[src/rtl/vsx_pkg.sv]
// Shared constants for the vector select and external interrupt block
package vsx_pkg;

  // ****************************************************************
  // Register offsets
  // ****************************************************************
  localparam logic [7:0] VSX_OFS_MCU_CONTROL = 8'h00;
  localparam logic [7:0] VSX_OFS_SENSE_CTRL  = 8'h01;
  localparam logic [7:0] VSX_OFS_IRQ_ENABLE  = 8'h02;
  localparam logic [7:0] VSX_OFS_IRQ_FLAGS   = 8'h03;
  localparam logic [7:0] VSX_OFS_PC_MASK0    = 8'h04;
  localparam logic [7:0] VSX_OFS_PC_MASK1    = 8'h05;
  localparam logic [7:0] VSX_OFS_PC_MASK2    = 8'h06;
  localparam logic [7:0] VSX_OFS_PC_MASK3    = 8'h07;

  // ****************************************************************
  // Field positions
  // ****************************************************************
  localparam int VSX_BIT_UNLOCK     = 0;  // vector_change_unlock
  localparam int VSX_BIT_SELECT     = 1;  // vector_base_select
  localparam int VSX_BIT_DED_ENABLE = 0;  // dedicated line enable / flag
  localparam int VSX_BIT_GRP_BASE   = 4;  // group 0 enable / flag, groups up
  localparam int VSX_NUM_GROUPS     = 4;

  // ****************************************************************
  // Reset values
  // ****************************************************************
  localparam logic [7:0]  VSX_RST_BYTE = 8'h00;
  localparam logic [15:0] VSX_APP_BASE = 16'h0000;

  // ****************************************************************
  // Timing counts
  // ****************************************************************
  localparam logic [2:0] VSX_UNLOCK_CYCLES = 3'h4;

  // ****************************************************************
  // Sense modes of the dedicated line
  // ****************************************************************
  typedef enum logic [1:0] {
    VSX_SENSE_LOW     = 2'h0,
    VSX_SENSE_ANY     = 2'h1,
    VSX_SENSE_FALLING = 2'h2,
    VSX_SENSE_RISING  = 2'h3
  } vsx_sense_e;

  // Interrupt request index toward the core
  localparam logic [2:0] VSX_ID_DEDICATED = 3'h0;

endpackage : vsx_pkg

[src/rtl/vsx_unlock_if.sv]
// Handshake between the register file and the unlock window timer
`timescale 1ns/1ps
interface vsx_unlock_if;
  logic arm;      // Write of one to the unlock bit
  logic sel_wr;   // Select written while unlocked
  logic retire;   // Core retired an instruction
  logic armed;    // Unlock bit as stored
  logic blocking; // Interrupts held off

  modport ctl (output arm, output sel_wr, output retire, input armed, input blocking);
  modport tmr (input arm, input sel_wr, input retire, output armed, output blocking);
endinterface : vsx_unlock_if

[src/rtl/vsx_unlock.sv]
// Unlock window timer and interrupt hold-off for vector moves
`timescale 1ns/1ps
module vsx_unlock
  import vsx_pkg::*;
(
  // Clock and reset
  input wire logic clock,
  input wire logic rst_n,
  // Register file side
  vsx_unlock_if.tmr uif
);

  logic [2:0] cnt_reg;
  logic       armed_reg;
  logic       post_reg;

  // Unlock bit lives four cycles unless the select write ends it
  always_ff @(posedge clock or negedge rst_n) begin
    if (!rst_n) begin
      armed_reg <= 1'b0;
      cnt_reg   <= 3'h0;
    end else if (uif.arm) begin
      armed_reg <= 1'b1;
      cnt_reg   <= VSX_UNLOCK_CYCLES;
    end else if (uif.sel_wr) begin
      armed_reg <= 1'b0;
      cnt_reg   <= 3'h0;
    end else if (armed_reg) begin
      cnt_reg   <= cnt_reg - 3'h1;
      armed_reg <= (cnt_reg != 3'h1);
    end
  end

  // Hold-off after the select write lasts through the next instruction
  always_ff @(posedge clock or negedge rst_n) begin
    if (!rst_n) begin
      post_reg <= 1'b0;
    end else if (uif.sel_wr) begin
      post_reg <= 1'b1;
    end else if (uif.retire) begin
      post_reg <= 1'b0;
    end
  end

  // Blocking starts combinationally in the arming cycle itself
  assign uif.armed    = armed_reg;
  assign uif.blocking = uif.arm | armed_reg | post_reg;

  // ****************************************************************
  // Checks
  // ****************************************************************
  chk_unlock_arms: assert property (@(posedge clock) disable iff (!rst_n)
    uif.arm |=> uif.armed && uif.blocking)
    else $error("unlock bit not set after arming write");
  chk_unlock_holds: assert property (@(posedge clock) disable iff (!rst_n)
    uif.arm ##1 (!uif.arm && !uif.sel_wr)[*4] |-> uif.armed)
    else $error("unlock window ended early");
  chk_unlock_expiry: assert property (@(posedge clock) disable iff (!rst_n)
    uif.arm ##1 (!uif.arm && !uif.sel_wr)[*4] |=> !uif.armed)
    else $error("unlock window not closed after four cycles");

endmodule : vsx_unlock

[src/rtl/vsx_pc_group.sv]
// Masked change detector for one group of pin-change lines
`timescale 1ns/1ps
module vsx_pc_group
  import vsx_pkg::*;
#(
  parameter int WIDTH = 8
) (
  // Clock and reset
  input  wire logic             clock,
  input  wire logic             rst_n,
  // Pins and mask
  input  wire logic [WIDTH-1:0] pins,
  input  wire logic [WIDTH-1:0] mask,
  // Change event
  output logic                  hit
);

  logic [WIDTH-1:0] prev_reg;
  logic             valid_reg;

  // Runs on the core clock, never gated by the I/O clock
  always_ff @(posedge clock or negedge rst_n) begin
    if (!rst_n) begin
      prev_reg  <= '0;
      valid_reg <= 1'b0;
    end else begin
      prev_reg  <= pins;
      valid_reg <= 1'b1;
    end
  end

  // First sample after reset is only a baseline, not a change
  assign hit = valid_reg & (|((pins ^ prev_reg) & mask));

endmodule : vsx_pc_group

[src/rtl/vsx_irq_front.sv]
// Interrupt front end: vector placement, dedicated line and pin-change groups
//
// Added by the designer: the address map and the address-and-strobe port.
`timescale 1ns/1ps
// Function
// - Interrupts blocked from unlock until after the instruction following select write.
// - Without a select write, blocking ends after exactly four cycles.
// - Automatic blocking never touches the global interrupt enable.
// - Boot vectors plus app-side lock: no interrupts while running application code.
// - App vectors plus boot-side lock: no interrupts while running boot code.
// - Select zero means vectors at flash start, one means boot section start.
// - Unlock bit self-clears four cycles after set or on select write.
// - Pin activity triggers interrupts even when pins are driven as outputs.
// - Group one watches lines 15 to 8, group zero lines 7 to 0.
// - Per-group masks choose which lines feed each group.
// - Pin-change detection needs no I/O clock and can wake from sleep.
// - Dedicated line triggers on falling edge, rising edge or low level.
// - Level mode requests continuously while the pin stays low.
// - Edge detection on the dedicated line runs on the I/O clock.
// - Low-level detection needs no I/O clock and can wake from sleep.
// - I/O clock stops in every sleep mode except idle.
// - Level gone before start-up ends: wake completes, no level interrupt.
// - Sense field: 00 low, 01 any change, 10 falling, 11 rising.
// - Edge modes catch every pulse longer than one clock period while the I/O clock runs.
// - Flags set on trigger, clear on service entry or write of one.
// - In level mode the dedicated flag is held at zero.
module vsx_irq_front
  import vsx_pkg::*;
(
  // Clock and reset
  input  wire logic        clock,
  input  wire logic        rst_n,
  // Register port
  input  wire logic [7:0]  reg_addr,
  input  wire logic [7:0]  reg_wdata,
  input  wire logic        reg_wr,
  input  wire logic        reg_rd,
  output logic      [7:0]  reg_rdata,
  // External pins
  input  wire logic        dedicated_ext_irq_line,
  input  wire logic [30:0] pin_change_inputs,
  // Fuses and lock bits (high means programmed)
  input  wire logic        app_side_lock_bit,
  input  wire logic        boot_side_lock_bit,
  input  wire logic [15:0] boot_section_base,
  // Sleep control
  input  wire logic        sleep_active,
  input  wire logic        sleep_is_idle,
  input  wire logic        wake_startup_busy,
  output logic             io_clk_en,
  output logic             wake_req,
  // Core interrupt sequencer
  input  wire logic        global_irq_enable,
  input  wire logic        exec_in_boot,
  input  wire logic        instr_retire,
  input  wire logic        irq_ack,
  input  wire logic [2:0]  irq_ack_id,
  output logic      [4:0]  irq_req,
  output logic             irq_blocked,
  output logic      [15:0] vector_base
);

  // ****************************************************************
  // Register state
  // ****************************************************************
  logic       vector_sel_reg;
  vsx_sense_e sense_reg;
  logic [4:0] enable_reg;              // Bit 0 dedicated, 1..4 groups
  logic [4:0] flag_reg;                // Same layout as enable_reg
  logic [4:0] flag_next;
  logic [7:0] mask_reg [VSX_NUM_GROUPS];
  logic [7:0] rdata_reg;
  logic [7:0] rd_mux;

  // Dedicated line sampling
  logic       pin_smp_reg;
  logic       pin_prev_reg;
  logic       smp_valid_reg;
  logic       edge_rise;
  logic       edge_fall;
  logic       ded_event;
  logic       lvl_req;

  // Group change events and gating
  logic [VSX_NUM_GROUPS-1:0] pc_hit;
  logic [4:0]                w1c;
  logic [4:0]                ack_clr;
  logic                      lock_suppress;
  logic                      wr_mcu;

  vsx_unlock_if uif ();

  // ****************************************************************
  // Unlock sequence
  // ****************************************************************

  // Decode of the control writes that drive the unlock timer
  assign wr_mcu     = reg_wr && (reg_addr == VSX_OFS_MCU_CONTROL);
  assign uif.arm    = wr_mcu && reg_wdata[VSX_BIT_UNLOCK];
  assign uif.sel_wr = wr_mcu && !reg_wdata[VSX_BIT_UNLOCK] && uif.armed;
  assign uif.retire = instr_retire;

  vsx_unlock u_unlock (
    .clock (clock),
    .rst_n (rst_n),
    .uif   (uif.tmr)
  );

  // Select only moves inside the unlock window; stray writes are dropped
  always_ff @(posedge clock or negedge rst_n) begin
    if (!rst_n) begin
      vector_sel_reg <= 1'b0;
    end else if (uif.sel_wr) begin
      vector_sel_reg <= reg_wdata[VSX_BIT_SELECT];
    end
  end

  // Vector base follows the select bit
  assign vector_base = vector_sel_reg ? boot_section_base : VSX_APP_BASE;

  // ****************************************************************
  // Configuration registers
  // ****************************************************************

  // Sense field and enables
  always_ff @(posedge clock or negedge rst_n) begin
    if (!rst_n) begin
      sense_reg  <= VSX_SENSE_LOW;
      enable_reg <= 5'h00;
    end else if (reg_wr) begin
      if (reg_addr == VSX_OFS_SENSE_CTRL) begin
        sense_reg <= vsx_sense_e'(reg_wdata[1:0]);
      end
      if (reg_addr == VSX_OFS_IRQ_ENABLE) begin
        enable_reg <= {reg_wdata[7:4], reg_wdata[VSX_BIT_DED_ENABLE]};
      end
    end
  end

  // Group masks; group three has only seven lines
  always_ff @(posedge clock or negedge rst_n) begin
    if (!rst_n) begin
      for (int g = 0; g < VSX_NUM_GROUPS; g++) begin
        mask_reg[g] <= VSX_RST_BYTE;
      end
    end else if (reg_wr && (reg_addr[7:2] == VSX_OFS_PC_MASK0[7:2])) begin
      mask_reg[reg_addr[1:0]] <= (reg_addr[1:0] == 2'h3) ?
                                 {1'b0, reg_wdata[6:0]} : reg_wdata;
    end
  end

  // ****************************************************************
  // Dedicated line
  // ****************************************************************

  // I/O clock runs awake or in idle only
  assign io_clk_en = !sleep_active || sleep_is_idle;

  // Pin is sampled first, then compared; pin direction is irrelevant
  // First sample seeds both stages, so a pin low at reset is no edge
  always_ff @(posedge clock or negedge rst_n) begin
    if (!rst_n) begin
      pin_smp_reg   <= 1'b1;
      pin_prev_reg  <= 1'b1;
      smp_valid_reg <= 1'b0;
    end else if (io_clk_en) begin
      pin_smp_reg   <= dedicated_ext_irq_line;
      pin_prev_reg  <= smp_valid_reg ? pin_smp_reg : dedicated_ext_irq_line;
      smp_valid_reg <= 1'b1;
    end
  end

  // A pulse longer than one period lands in the sample pair while the I/O clock runs
  assign edge_rise = io_clk_en && smp_valid_reg && pin_smp_reg && !pin_prev_reg;
  assign edge_fall = io_clk_en && smp_valid_reg && !pin_smp_reg && pin_prev_reg;

  // Trigger selection by sense mode
  always_comb begin
    case (sense_reg)
      VSX_SENSE_ANY:     ded_event = edge_rise || edge_fall;
      VSX_SENSE_FALLING: ded_event = edge_fall;
      VSX_SENSE_RISING:  ded_event = edge_rise;
      default:           ded_event = 1'b0;
    endcase
  end

  // Level request is unclocked by the I/O clock and waits out start-up
  assign lvl_req = (sense_reg == VSX_SENSE_LOW) && enable_reg[0] &&
                   !dedicated_ext_irq_line && !wake_startup_busy;

  // ****************************************************************
  // Pin-change groups
  // ****************************************************************
  for (genvar g = 0; g < VSX_NUM_GROUPS; g++) begin : g_pc
    localparam int LO = 8 * g;
    localparam int W  = (g == VSX_NUM_GROUPS - 1) ? 7 : 8;
    vsx_pc_group #(
      .WIDTH (W)
    ) u_grp (
      .clock (clock),
      .rst_n (rst_n),
      .pins  (pin_change_inputs[LO +: W]),
      .mask  (mask_reg[g][W-1:0]),
      .hit   (pc_hit[g])
    );
  end

  // ****************************************************************
  // Flags
  // ****************************************************************

  // Clears from a write of one and from service entry
  always_comb begin
    w1c     = 5'h00;
    ack_clr = 5'h00;
    if (reg_wr && (reg_addr == VSX_OFS_IRQ_FLAGS)) begin
      w1c = {reg_wdata[7:4], reg_wdata[VSX_BIT_DED_ENABLE]};
    end
    if (irq_ack && (irq_ack_id <= 3'h4)) begin
      ack_clr[irq_ack_id] = 1'b1;
    end
  end

  // A set in the same cycle as a clear wins
  always_comb begin
    flag_next = flag_reg & ~(w1c | ack_clr);
    flag_next = flag_next | {pc_hit, ded_event};
    if (sense_reg == VSX_SENSE_LOW) begin
      flag_next[0] = 1'b0;
    end
  end

  always_ff @(posedge clock or negedge rst_n) begin
    if (!rst_n) begin
      flag_reg <= 5'h00;
    end else begin
      flag_reg <= flag_next;
    end
  end

  // ****************************************************************
  // Requests toward the core
  // ****************************************************************

  // Boot lock bits suppress interrupts from the section without vectors
  assign lock_suppress = (vector_sel_reg && app_side_lock_bit && !exec_in_boot) ||
                         (!vector_sel_reg && boot_side_lock_bit && exec_in_boot);

  // Blocking is separate from the global enable, which is only read
  assign irq_blocked = uif.blocking || lock_suppress;

  always_comb begin
    irq_req    = enable_reg & flag_reg;
    irq_req[0] = (sense_reg == VSX_SENSE_LOW) ? lvl_req : irq_req[0];
    if (!global_irq_enable || irq_blocked) begin
      irq_req = 5'h00;
    end
  end

  // Wake path ignores the I/O clock so deep sleep can end
  assign wake_req = (sleep_active && !sleep_is_idle) &&
                    (|(pc_hit & enable_reg[4:1]) ||
                     ((sense_reg == VSX_SENSE_LOW) && enable_reg[0] &&
                      !dedicated_ext_irq_line));

  // ****************************************************************
  // Read port
  // ****************************************************************
  always_comb begin
    case (reg_addr)
      VSX_OFS_MCU_CONTROL: rd_mux = {6'h00, vector_sel_reg, uif.armed};
      VSX_OFS_SENSE_CTRL:  rd_mux = {6'h00, sense_reg};
      VSX_OFS_IRQ_ENABLE:  rd_mux = {enable_reg[4:1], 3'h0, enable_reg[0]};
      VSX_OFS_IRQ_FLAGS:   rd_mux = {flag_reg[4:1], 3'h0, flag_reg[0]};
      VSX_OFS_PC_MASK0:    rd_mux = mask_reg[0];
      VSX_OFS_PC_MASK1:    rd_mux = mask_reg[1];
      VSX_OFS_PC_MASK2:    rd_mux = mask_reg[2];
      VSX_OFS_PC_MASK3:    rd_mux = mask_reg[3];
      default:             rd_mux = 8'h00; // Unmapped reads as zero
    endcase
  end

  // Data stands only in the cycle after the read strobe
  always_ff @(posedge clock or negedge rst_n) begin
    if (!rst_n) begin
      rdata_reg <= 8'h00;
    end else begin
      rdata_reg <= reg_rd ? rd_mux : 8'h00;
    end
  end

  assign reg_rdata = rdata_reg;

  // ****************************************************************
  // Checks
  // ****************************************************************
  chk_block_masks_req: assert property (@(posedge clock) disable iff (!rst_n)
    irq_blocked |-> (irq_req == 5'h00))
    else $error("request passed while blocked");
  chk_sel_write_ends: assert property (@(posedge clock) disable iff (!rst_n)
    uif.sel_wr |=> !uif.armed && (vector_sel_reg == $past(reg_wdata[VSX_BIT_SELECT]))
                   && uif.blocking)
    else $error("select write did not end unlock or take value");
  chk_vector_base_map: assert property (@(posedge clock) disable iff (!rst_n)
    $changed(vector_sel_reg) |-> $past(uif.armed) &&
      (vector_base == (vector_sel_reg ? boot_section_base : VSX_APP_BASE)))
    else $error("vector select moved outside unlock window");
  chk_level_flag_zero: assert property (@(posedge clock) disable iff (!rst_n)
    (sense_reg == VSX_SENSE_LOW)[*2] |-> !flag_reg[0])
    else $error("dedicated flag set in level mode");
  chk_level_request: assert property (@(posedge clock) disable iff (!rst_n)
    (lvl_req && global_irq_enable && !irq_blocked) |-> irq_req[0])
    else $error("level request missing while pin low");
  chk_startup_gate: assert property (@(posedge clock) disable iff (!rst_n)
    wake_startup_busy |-> !lvl_req)
    else $error("level request during start-up");
  chk_lock_suppress: assert property (@(posedge clock) disable iff (!rst_n)
    lock_suppress |-> (irq_req == 5'h00))
    else $error("request passed from locked section");
  chk_falling_sets: assert property (@(posedge clock) disable iff (!rst_n)
    (edge_fall && sense_reg == VSX_SENSE_FALLING) |=> flag_reg[0])
    else $error("falling edge did not set flag");
  chk_io_clk_sleep: assert property (@(posedge clock) disable iff (!rst_n)
    (sleep_active && !sleep_is_idle) |-> !io_clk_en ##0 !ded_event)
    else $error("edge logic active in deep sleep");
  chk_group_flag: assert property (@(posedge clock) disable iff (!rst_n)
    pc_hit[1] |=> flag_reg[2])
    else $error("group one change did not set flag");

  cov_unlock_move: cover property (@(posedge clock) disable iff (!rst_n)
    uif.arm ##[1:4] uif.sel_wr);
  cov_unlock_timeout: cover property (@(posedge clock) disable iff (!rst_n)
    uif.arm ##1 (!uif.sel_wr && !uif.arm)[*4]);
  cov_pc_service: cover property (@(posedge clock) disable iff (!rst_n)
    irq_req[1] ##[1:8] (irq_ack && irq_ack_id == 3'h1));
  cov_level_wake: cover property (@(posedge clock) disable iff (!rst_n)
    wake_req && (sense_reg == VSX_SENSE_LOW));
  cov_startup_hold: cover property (@(posedge clock) disable iff (!rst_n)
    (wake_startup_busy && !dedicated_ext_irq_line) ##1 lvl_req);

endmodule : vsx_irq_front

[config.mk]
export PLATFORM = sky130hd
export DESIGN_NAME = vsx_irq_front
export DESIGN_NICKNAME = d
export VERILOG_FILES = /design/src/rtl/vsx_pkg.sv /design/src/rtl/vsx_unlock_if.sv /design/src/rtl/vsx_unlock.sv /design/src/rtl/vsx_pc_group.sv /design/src/rtl/vsx_irq_front.sv
export SDC_FILE = /design/constraint.sdc
export NUM_CORES = 1
export LEC_CHECK = 0
export BUFFER_PORTS_ARGS = -buffer_cell sky130_fd_sc_hd__buf_4
export CAP_MARGIN = 20
export CORE_MARGIN = 2
export CORE_UTILIZATION = 48
export CTS_CLUSTER_DIAMETER = 120
export DETAILED_ROUTE_END_ITERATION = 7
export PLACE_DENSITY = 0.78
export SETUP_SLACK_MARGIN = 0.4
export SLEW_MARGIN = 0
export SYNTH_ARGS = -nofsm -noshare
export SYNTH_HDL_FRONTEND = slang
export SYNTH_SLANG_ARGS = --single-unit
[constraint.sdc]
create_clock -name clock -period 1.9 [get_ports clock]
set_clock_uncertainty 0.15 [all_clocks]
set_input_delay 0.285 -clock clock [delete_from_list [all_inputs] [get_ports clock]]
set_output_delay 0.285 -clock clock [all_outputs]
set_load 0.02 [all_outputs]
# Word-level counts from Yosys, hierarchy flattened

Index checks and enable logic that the tools add are counted.
W data, S select, Z words.

Flip-flop bits (word level): 93
Word-level logic and storage cells: 134

Equality and inequality tests: 13
Order comparisons: 5
Multiplexer cells: 24
Bitwise operators: 21
Reduce and logical (&&, ||, !) cells: 50
Add/sub/neg operators: 1

Operators by type and width:

| cell                 | number |
|---|---|
| $pmux W8 S8          | 1 |
| $bwmux W32           | 1 |
| $eq A8 B3 Y1 const B | 4 |
| $and A8 B8 Y8        | 3 |
| $mux W8              | 3 |
| $reduce_or A8 Y1     | 3 |
| $xor A8 B8 Y8        | 3 |
| $logic_and A1 B1 Y1  | 23 |
| $demux W8 S2         | 1 |
| $eq A8 B2 Y1 const B | 2 |
| $mux W16             | 1 |
| $mux W5              | 3 |
| $and A5 B5 Y5        | 2 |
| $logic_not A1 Y1     | 10 |
| $or A5 B5 Y5         | 2 |
| $mux W1              | 9 |
| $mux W3              | 3 |
| $eq A8 B1 Y1 const B | 1 |
| $logic_not A8 Y1     | 1 |
| $and A7 B7 Y7        | 1 |
| $reduce_or A7 Y1     | 1 |
| $xor A7 B7 Y7        | 1 |
| $eq A2 B2 Y1 const B | 3 |
| $eq A6 B1 Y1 const B | 1 |
| 21 further kinds     | 31 |

# Logic depth before layout (Yosys ltp)

Gate-level depths: netlist of run 1.

Word-level depth: 10
Depth in mapped cells: 7
Depth with buffers taken out: 5

# By module

From an unflattened synthesis of run 1, not the netlist that was laid out.

Cell total of the unflattened synthesis: 341
Area, all modules: 4388.0 um^2

Modules (own cells, without submodules):

| module                            | seq. area each (um^2) | area each (um^2) | cells each | instances |
|---|---|---|---|---|
| vsx_irq_front                     | 1403.8                | 2808.9           | 224        | 1 |
| vsx_pc_group at g_pc[0].u_grp ... | 225.2                 | 341.6            | 24         | 3 |
| vsx_pc_group at g_pc[3].u_grp     | 200.2                 | 300.3            | 21         | 1 |
| vsx_unlock                        | 125.1                 | 254.0            | 24         | 1 |

# Worst setup path after synthesis of run 1

Ideal clock, no wire load.

Path kind: input to output
Start point: input reg_addr[5]
End point: output irq_req[1]
Arrival: 1.771 ns
Path buffers: 0
Stages on the path: 5
Slack: -0.306 ns
Path through: or4_4 > nor4b_4 > a31oi_1 > and2_1 > and3_1

Word-level cells in the longest chain between the ends: 8

RTL lines:

| item                      | RTL line             | RTL |
|---|---|---|
| from (decl)               | vsx_irq_front.sv:34  | `input wire logic [7:0] reg_addr,` |
| $logic_not A8 Y1          | vsx_irq_front.sv:98  | `assign wr_mcu = reg_wr && (reg_addr == VSX_OFS_MCU_CONTROL);` |
| $logic_and A1 B1 Y1       | vsx_irq_front.sv:98  |  |
| $logic_and A1 B1 Y1       | vsx_irq_front.sv:99  | `assign uif.arm = wr_mcu && reg_wdata[VSX_BIT_UNLOCK];` |
| $or A1 B1 Y1 (2 in a row) | vsx_unlock.sv:47     | `assign uif.blocking = uif.arm \| armed_reg \| post_reg;` |
| $logic_or A1 B1 Y1        | vsx_irq_front.sv:250 | `assign irq_blocked = uif.blocking \|\| lock_suppress;` |
| $logic_or A1 B1 Y1        | vsx_irq_front.sv:255 | `if (!global_irq_enable \|\| irq_blocked) begin` |
| $mux W5                   | vsx_irq_front.sv:255 |  |
| to (decl)                 | vsx_irq_front.sv:58  | `output logic [4:0] irq_req,` |

Every way passes these cells.

# Worst setup path in the final report of run 1

Start point: register g_pc[2].u_grp.prev_reg[7]
End point: output wake_req

Word-level cells in the longest chain between the ends: 8

RTL lines:

| item                   | RTL line             | RTL |
|---|---|---|
| from (decl)            | vsx_pc_group.sv:18   | `logic [WIDTH-1:0] prev_reg;` |
| from (signal assigned) | vsx_pc_group.sv:27   | `prev_reg <= pins;` |
| $xor A8 B8 Y8          | vsx_pc_group.sv:33   | `assign hit = valid_reg & (\|((pins ^ prev_reg) & mask));` |
| $and A8 B8 Y8          | vsx_pc_group.sv:33   |  |
| $reduce_or A8 Y1       | vsx_pc_group.sv:33   |  |
| $and A1 B1 Y1          | vsx_pc_group.sv:33   |  |
| $and A4 B4 Y4          | vsx_irq_front.sv:262 | `(\|(pc_hit & enable_reg[4:1]) \|\|` |
| $reduce_or A4 Y1       | vsx_irq_front.sv:262 |  |
| $logic_or A1 B1 Y1     | vsx_irq_front.sv:262 |  |
| $logic_and A1 B1 Y1    | vsx_irq_front.sv:261 | `assign wake_req = (sleep_active && !sleep_is_idle) &&` |
| to (decl)              | vsx_irq_front.sv:51  | `output logic wake_req,` |

Every way passes these cells.

==> results.py, run 1 <==
metrics = {
    "global_routing": {
        "grt_pass1_vias": 3778,
        "grt_pass1_wl_um": 20100,
        "grt_max_degree": 61,
        "track_usage_pct": 26.7,
        "overflow": 0,
        "antenna_found_initial": 0,
    },
    "sta": {
        "maxSlewViolCount": 0,
        "min_period_over_period_pct": 128,
        "worst_pin_slew_ns": 0.486,
        "fin_crit_ns": 2.43,
        "hold_viol_final": 0,
        "setup_slack_ns": -0.530,
        "setup_viol": 39,
        "hold_slack_ns": 0.0332,
        "max_freq_ghz": 0.412,
        "slew_headroom_pct": 67.2,
        "rsz0062_at_grt": "yes",
        "finalSetupTns_ns": -10.52,
    },
    "floorplan": {
        "num_io_pins": 112,
        "die_h_um": 99.0,
        "initial_utilization_pct": 49.6,
        "die-area_um2": 9800,
        "core_area_um2": 8720,
        "die_width_um": 99.0,
        "rows": 34,
    },
    "status": {
        "violations": "negative setup slack",
        "outcome": "finished with violations",
    },
    "routing": {
        "postRouteAntennaNets": 0,
        "vias_per_cell": 5.73,
        "drt-pass1-iter-count": 5,
        "drc_errors": 0,
        "route.vias.total": 3716,
        "drt_iter0_drc": 218,
        "drt-total-wl_um": 13100,
        "wl_per_cell_um": 20.2,
    },
    "place": {
        "gp_congestion": 0.838,
        "dp_hpwl_um": 8660,
        "numPortBuffers": 111,
        "place_inst": 590,
    },
    "power": {
        "powerDensity_nw_per_um2": 674,
        "p_leak_nw": 3.11,
        "peakVddDrop_mv": 0.655,
    },
    "clock_network": {
        "cts_made_buffers": 9,
        "cts.sinks": 93,
        "insertion_delay_ns": 0.38,
        "cts_tree": "done",
        "cts_buffer_depth": 2,
        "h-tree-depth": 3,
        "cts-root-buf": "clkbuf_8",
        "path_clk_slew_ns": 0.10,
    },
    "setup_path": {
        "cp_max_fo": 2,
        "critPathArrivalTime_ns": 1.99,
        "startpoint_type": "flip-flop",
        "cp_slowest_stage_delay_ns": 0.47,
        "end_kind": "output port",
        "cpMaxStageDelayCell": "a41oi_1",
        "path_class": "flip-flop to output port",
        "path_cells": "xor2_1 -> a22oi_1 -> a41oi_1 -> nand2_1 -> a31oi_2 -> buf_4",
        "worstPathRequired_ns": 1.46,
    },
    "synthesis": {
        "yosys.area.top_type_share_pct": 52.6,
        "ys_top_cells_by_count": "91 x dfrtp_1, 41 x mux2_2, 31 x xor2_1, 20 x nand2_1",
        "synth.most_common_cell": "dfrtp_1",
        "seq_area_frac_synth_pct": 53.8,
        "synth.area.top_cells": "dfrtp_1 53%, mux2_2 11%, xor2_1 6.3%, a22oi_1 3.3%, and2_1 2.7%",
        "avgSynthCellArea_um2": 12.3,
        "synth_area_um2": 4330,
        "syn_inst": 351,
        "yosysUniqueCellTypes": 52,
        "synthArstFlopShare_pct": 100,
        "ys_seq_elements": 93,
        "synth_top_area_cell": "dfrtp_1",
        "ys.warnings.count": 0,
        "ys.flop_type": "dfrtp_1",
        "syn_nets": 433,
        "synth_edf_count": 0,
    },
    "final_layout": {
        "fin_cells": 648,
        "n_antenna_cell": 0,
        "drive_gt1_share_pct": 51.3,
        "largest_reg_flops": 32,
        "syn2layout_area_growth_pct": 53.9,
        "n_fill_cell": 542,
        "nNetsFinal": 617,
    },
    "run": {
        "cap_violations": 0,
    },
    "min_path": {
        "min_path_type": "primary input to flip-flop",
    },
}
[report_power, final]
part           total, W  leakage (nW)  internal (W)  switching (W)
combinational  0.000850          1.83      0.000450       0.000401
sequential      0.00226          1.19       0.00213       0.000133
clock           0.00138        0.0960      0.000613       0.000764
[logic make-up (layout without fill, tap and decap cells)]
family                     after synthesis  count (layout)  share of synthesized area [%]
other                                    1               1                         0.0866
muxes                                   51              51                           14.2
buffers and inverters                   20             209                           1.85
and+or+nand+nor                         91              91                           13.2
DFF                                     93              93                           53.8
AOI/OAI and AO/OA                       62              62                           10.0
adders and majority gates                2               2                          0.578
xor gates and xnor gates                31              31                           6.27
[cell type report]
class	count	area [um^2]	area share [%]
multi-input cells	238	2310	34.7
repair buffers	184	1660	24.9
clock inverters	7	72.6	1.09
flip-flops and latches	93	2330	35.0
clock buffers	9	124	1.86
well taps	108	135	2.03
inverters	9	33.8	0.507
[repair_timing]
item                                   in CTS  in global routing
pin swaps                                  19                 19
endpoints found under the hold margin     123                  0
gates cloned                                0                  0
hold buffers                               33                  0
setup endpoints to repair                  74                 81
setup buffers                               7                  2
resized for setup                         106                 16
[layer usage]
layer | global-route usage, % | wire [um] | vias up
met5 | 0 | 0 | -
met4 | 9.80 | 363 | 0
met3 | 4.75 | 926 | 31
met2 | 45.8 | 6650 | 185
met1 | 34.1 | 5170 | 1873
li1 | - | - | 1627
[worst max-delay path, delay by kind of cell (launching register included)]
kind / cells / cell delay [ns]
and+or+nand+nor: 1 / 0.14
xor gates and xnor gates: 1 / 0.20
AOI/OAI and AO/OA: 3 / 0.75
DFF: 1 / 0.38
buffers and inverters: 1 / 0.16
[placed cells by master (no fill, tap or decap), types with 5 or more instances in the layout]
cell           netlist  routed
nand2_1             20      15
buf_4                1     110
o21ai_0             12       7
buf_6                0      36
and3_4               0       5
mux2_4               0      39
a22oi_1             19      19
nand3b_1             5       5
nor2_1              10       6
dfrtp_1             91      91
inv_1                9       8
clkbuf_8             0       9
and2_4               1      19
nor2b_1              9       7
dlygate4sd3_1        0      33
xor2_1              31      31
[metrics by stage]
stage,utilization (%),instance area [um^2],setup WS (ns),power [W]
after floorplan,-,4420,-0.256,0.00260
after global placement,64.3,5610,-0.458,0.00295
after detailed placement,64.3,5610,-0.499,0.00298
after CTS,75.4,6580,-0.537,0.00442
after global routing,76.4,6660,-0.631,0.00465
final,76.4,6660,-0.530,0.00449
[final timing paths]
path	startpoint	endpoint	slack, ns	depth (start not counted)
max in group asynchronous	rst_n	pin_prev_reg	0.91	3
setup / recovery	g_pc[2].u_grp.prev_reg[7]	wake_req	-0.53	6
min in group asynchronous	rst_n	g_pc[0].u_grp.prev_reg[0]	0.08	2
hold reg to reg	u_unlock.cnt_reg[1]	u_unlock.cnt_reg[1]	0.37	2
setup reg to reg	mask_reg[13]	reg_rdata[5]	0.19	4
hold / removal	dedicated_ext_irq_line	pin_smp_reg	0.03	2
Note: power is estimated with default switching activity, not from simulation.
==> inputs of run 2 (changes only) <==
SKIP_CTS_REPAIR_TIMING = 1   (was not set)
==> run 2 against run 1 <==
  * The flow still finishes with violations (negative setup slack)
  * Clock power barely moved
  * Maximum frequency decreased by 0.59%
  * Final cell count fell by 0.15%
  * Sequential power about the same
  * Sequential cell count is the same
  * Combinational power down 2%
  * Cell area down 0.79%
  * Setup slack lost 0.014 ns
  * First-iteration DRC count shrank 14%
  * Register-to-register slack improved by 0.07 ns
  * Critical path depth stayed put
  * Critical path type unchanged
  * Critical endpoint unchanged
  * Largest cell class unchanged
==> results.py, run 2 (synthesized netlist as in run 1, its figures left out) <==
metrics = {
    "sta": {
        "setup_slack_ns": -0.544,
        "slew_headroom_pct": 66.1,
        "setup_viol": 37,
        "fin_crit_ns": 2.44,
        "maxSlewViolCount": 0,
        "hold_slack_ns": 0.0345,
        "min_period_over_period_pct": 129,
        "worst_pin_slew_ns": 0.502,
        "rsz0062_at_grt": "yes",
        "hold_viol_final": 0,
        "max_freq_ghz": 0.409,
    },
    "final_layout": {
        "n_antenna_cell": 0,
        "drive_gt1_share_pct": 50.6,
        "mostFrequentLayoutCell": "buf_4",
        "largest_reg_flops": 32,
        "n_fill_cell": 530,
        "multiInputGateArea_um2": 2280,
        "most-common-layout-cells": "112 x buf_4, 91 x dfrtp_1, 35 x mux2_4",
        "fin_cells": 647,
        "nNetsFinal": 616,
        "syn2layout_area_growth_pct": 52.7,
        "seqCellArea_um2": 2330,
    },
    "setup_path": {
        "r2r_start": "g_pc[3].u_grp.prev_reg[5]",
        "critical-path-top-delay-family": "compound AO/OA/AOI/OAI gates",
        "startpoint_type": "flip-flop",
        "cp_slowest_stage_delay_ns": 0.45,
        "r2r_cells": 4,
        "critPathArrivalTime_ns": 2.01,
        "path_cells": "xor2_1 -> a222oi_1 -> a31oi_1 -> o21ai_1 -> a31oi_2 -> buf_4",
        "cpMaxStageDelayCell": "a222oi_1",
        "path_class": "flip-flop to output port",
        "end_kind": "output port",
        "critPathBufInv": 1,
        "cp_max_fo": 2,
        "reg2reg_slack_ns": 0.26,
        "worstPathRequired_ns": 1.46,
        "rr_endpoint": "flag_reg[4]",
    },
    "clock_network": {
        "cts.sinks": 93,
        "h-tree-depth": 3,
        "cts-root-buf": "clkbuf_8",
        "cts_buffer_depth": 2,
        "cts_tree": "done",
        "path_clk_slew_ns": 0.10,
        "cts_made_buffers": 9,
        "insertion_delay_ns": 0.37,
    },
    "status": {
        "violations": "negative setup slack",
        "outcome": "finished with violations",
    },
    "place": {
        "gp_congestion": 0.838,
        "dp_hpwl_um": 8660,
        "numPortBuffers": 111,
        "preCtsSetupSlack_ns": -0.499,
        "place_inst": 590,
    },
    "power": {
        "powerDensity_nw_per_um2": 672,
        "total_power_w": 0.00444,
        "peakVddDrop_mv": 0.644,
        "p_leak_nw": 3.08,
    },
    "min_path": {
        "hold_start": "dedicated_ext_irq_line",
        "hold_end": "pin_smp_reg",
        "min_path_type": "primary input to flip-flop",
        "min_path_cells": 2,
    },
    "routing": {
        "drc_errors": 0,
        "wl_per_cell_um": 19.5,
        "drt_iter0_drc": 187,
        "vias_per_cell": 5.62,
        "drt-pass1-iter-count": 5,
        "drt-total-wl_um": 12600,
        "route.vias.total": 3638,
        "postRouteAntennaNets": 0,
    },
    "global_routing": {
        "grt_pass1_vias": 3395,
        "grt_pass1_wl_um": 17700,
        "track_usage_pct": 23.5,
        "overflow": 0,
        "antenna_found_initial": 0,
        "grt_max_degree": 61,
    },
    "floorplan": {
        "core_area_um2": 8720,
        "die_h_um": 99.0,
        "initial_utilization_pct": 49.6,
        "rows": 34,
        "die_width_um": 99.0,
        "die-area_um2": 9800,
        "num_io_pins": 112,
    },
    "run": {
        "cap_violations": 0,
    },
}
-- run 2: how the worst max path moves through the flow --
stage / from / cells after the start / slack, ns / endpoint
finish: g_pc[3].u_grp.prev_reg[5] / 6 / -0.54 / wake_req
global route: g_pc[3].u_grp.prev_reg[5] / 6 / -0.65 / wake_req
global placement: reg_addr[5] / 7 / -0.46 / irq_req[4]
floorplan: reg_addr[5] / 5 / -0.26 / irq_req[1]
detailed placement: reg_addr[5] / 7 / -0.50 / irq_req[1]
CTS: g_pc[3].u_grp.prev_reg[5] / 6 / -0.55 / wake_req
-- run 2: layout make-up --
class	instances	share of cell area, %
Clock inverter	7	1.10
Inverter	9	0.511
Timing Repair Buffer	183	24.8
Tap cell	108	2.04
Clock buffer	9	1.87
Multi-Input combinational cell	238	34.4
Sequential cell	93	35.3
-- run 2: metrics by stage --
stage	TNS, ns	instance area, um^2	utilization, %
detailed placement	-18.08	5610	64.3
finish	-6.13	6610	75.8
floorplan	-8.72	4420	-
global route	-7.61	6610	75.8
CTS	-3.38	5810	66.6
global placement	-16.26	5610	64.3
-- run 2: metal layers --
metal | track usage, % | wire (um) | part of all wire [%] | vias to the layer above
met5 | 0 | 0 | 0 | -
met4 | 8.96 | 370 | 2.9 | 0
met3 | 4.61 | 905 | 7.2 | 32
met2 | 38.8 | 6320 | 50 | 165
met1 | 31.0 | 5020 | 40 | 1816
li1 | - | - | - | 1625
-- run 2: power breakdown --
| group | switching (W) | total [W] | internal (W) |
|---|---|---|---|
| clock | 0.000737 | 0.00135 | 0.000613 |
| sequential | 0.000131 | 0.00226 | 0.00213 |
| combinational | 0.000385 | 0.000831 | 0.000445 |
| total | 0.00125 | 0.00444 | 0.00319 |
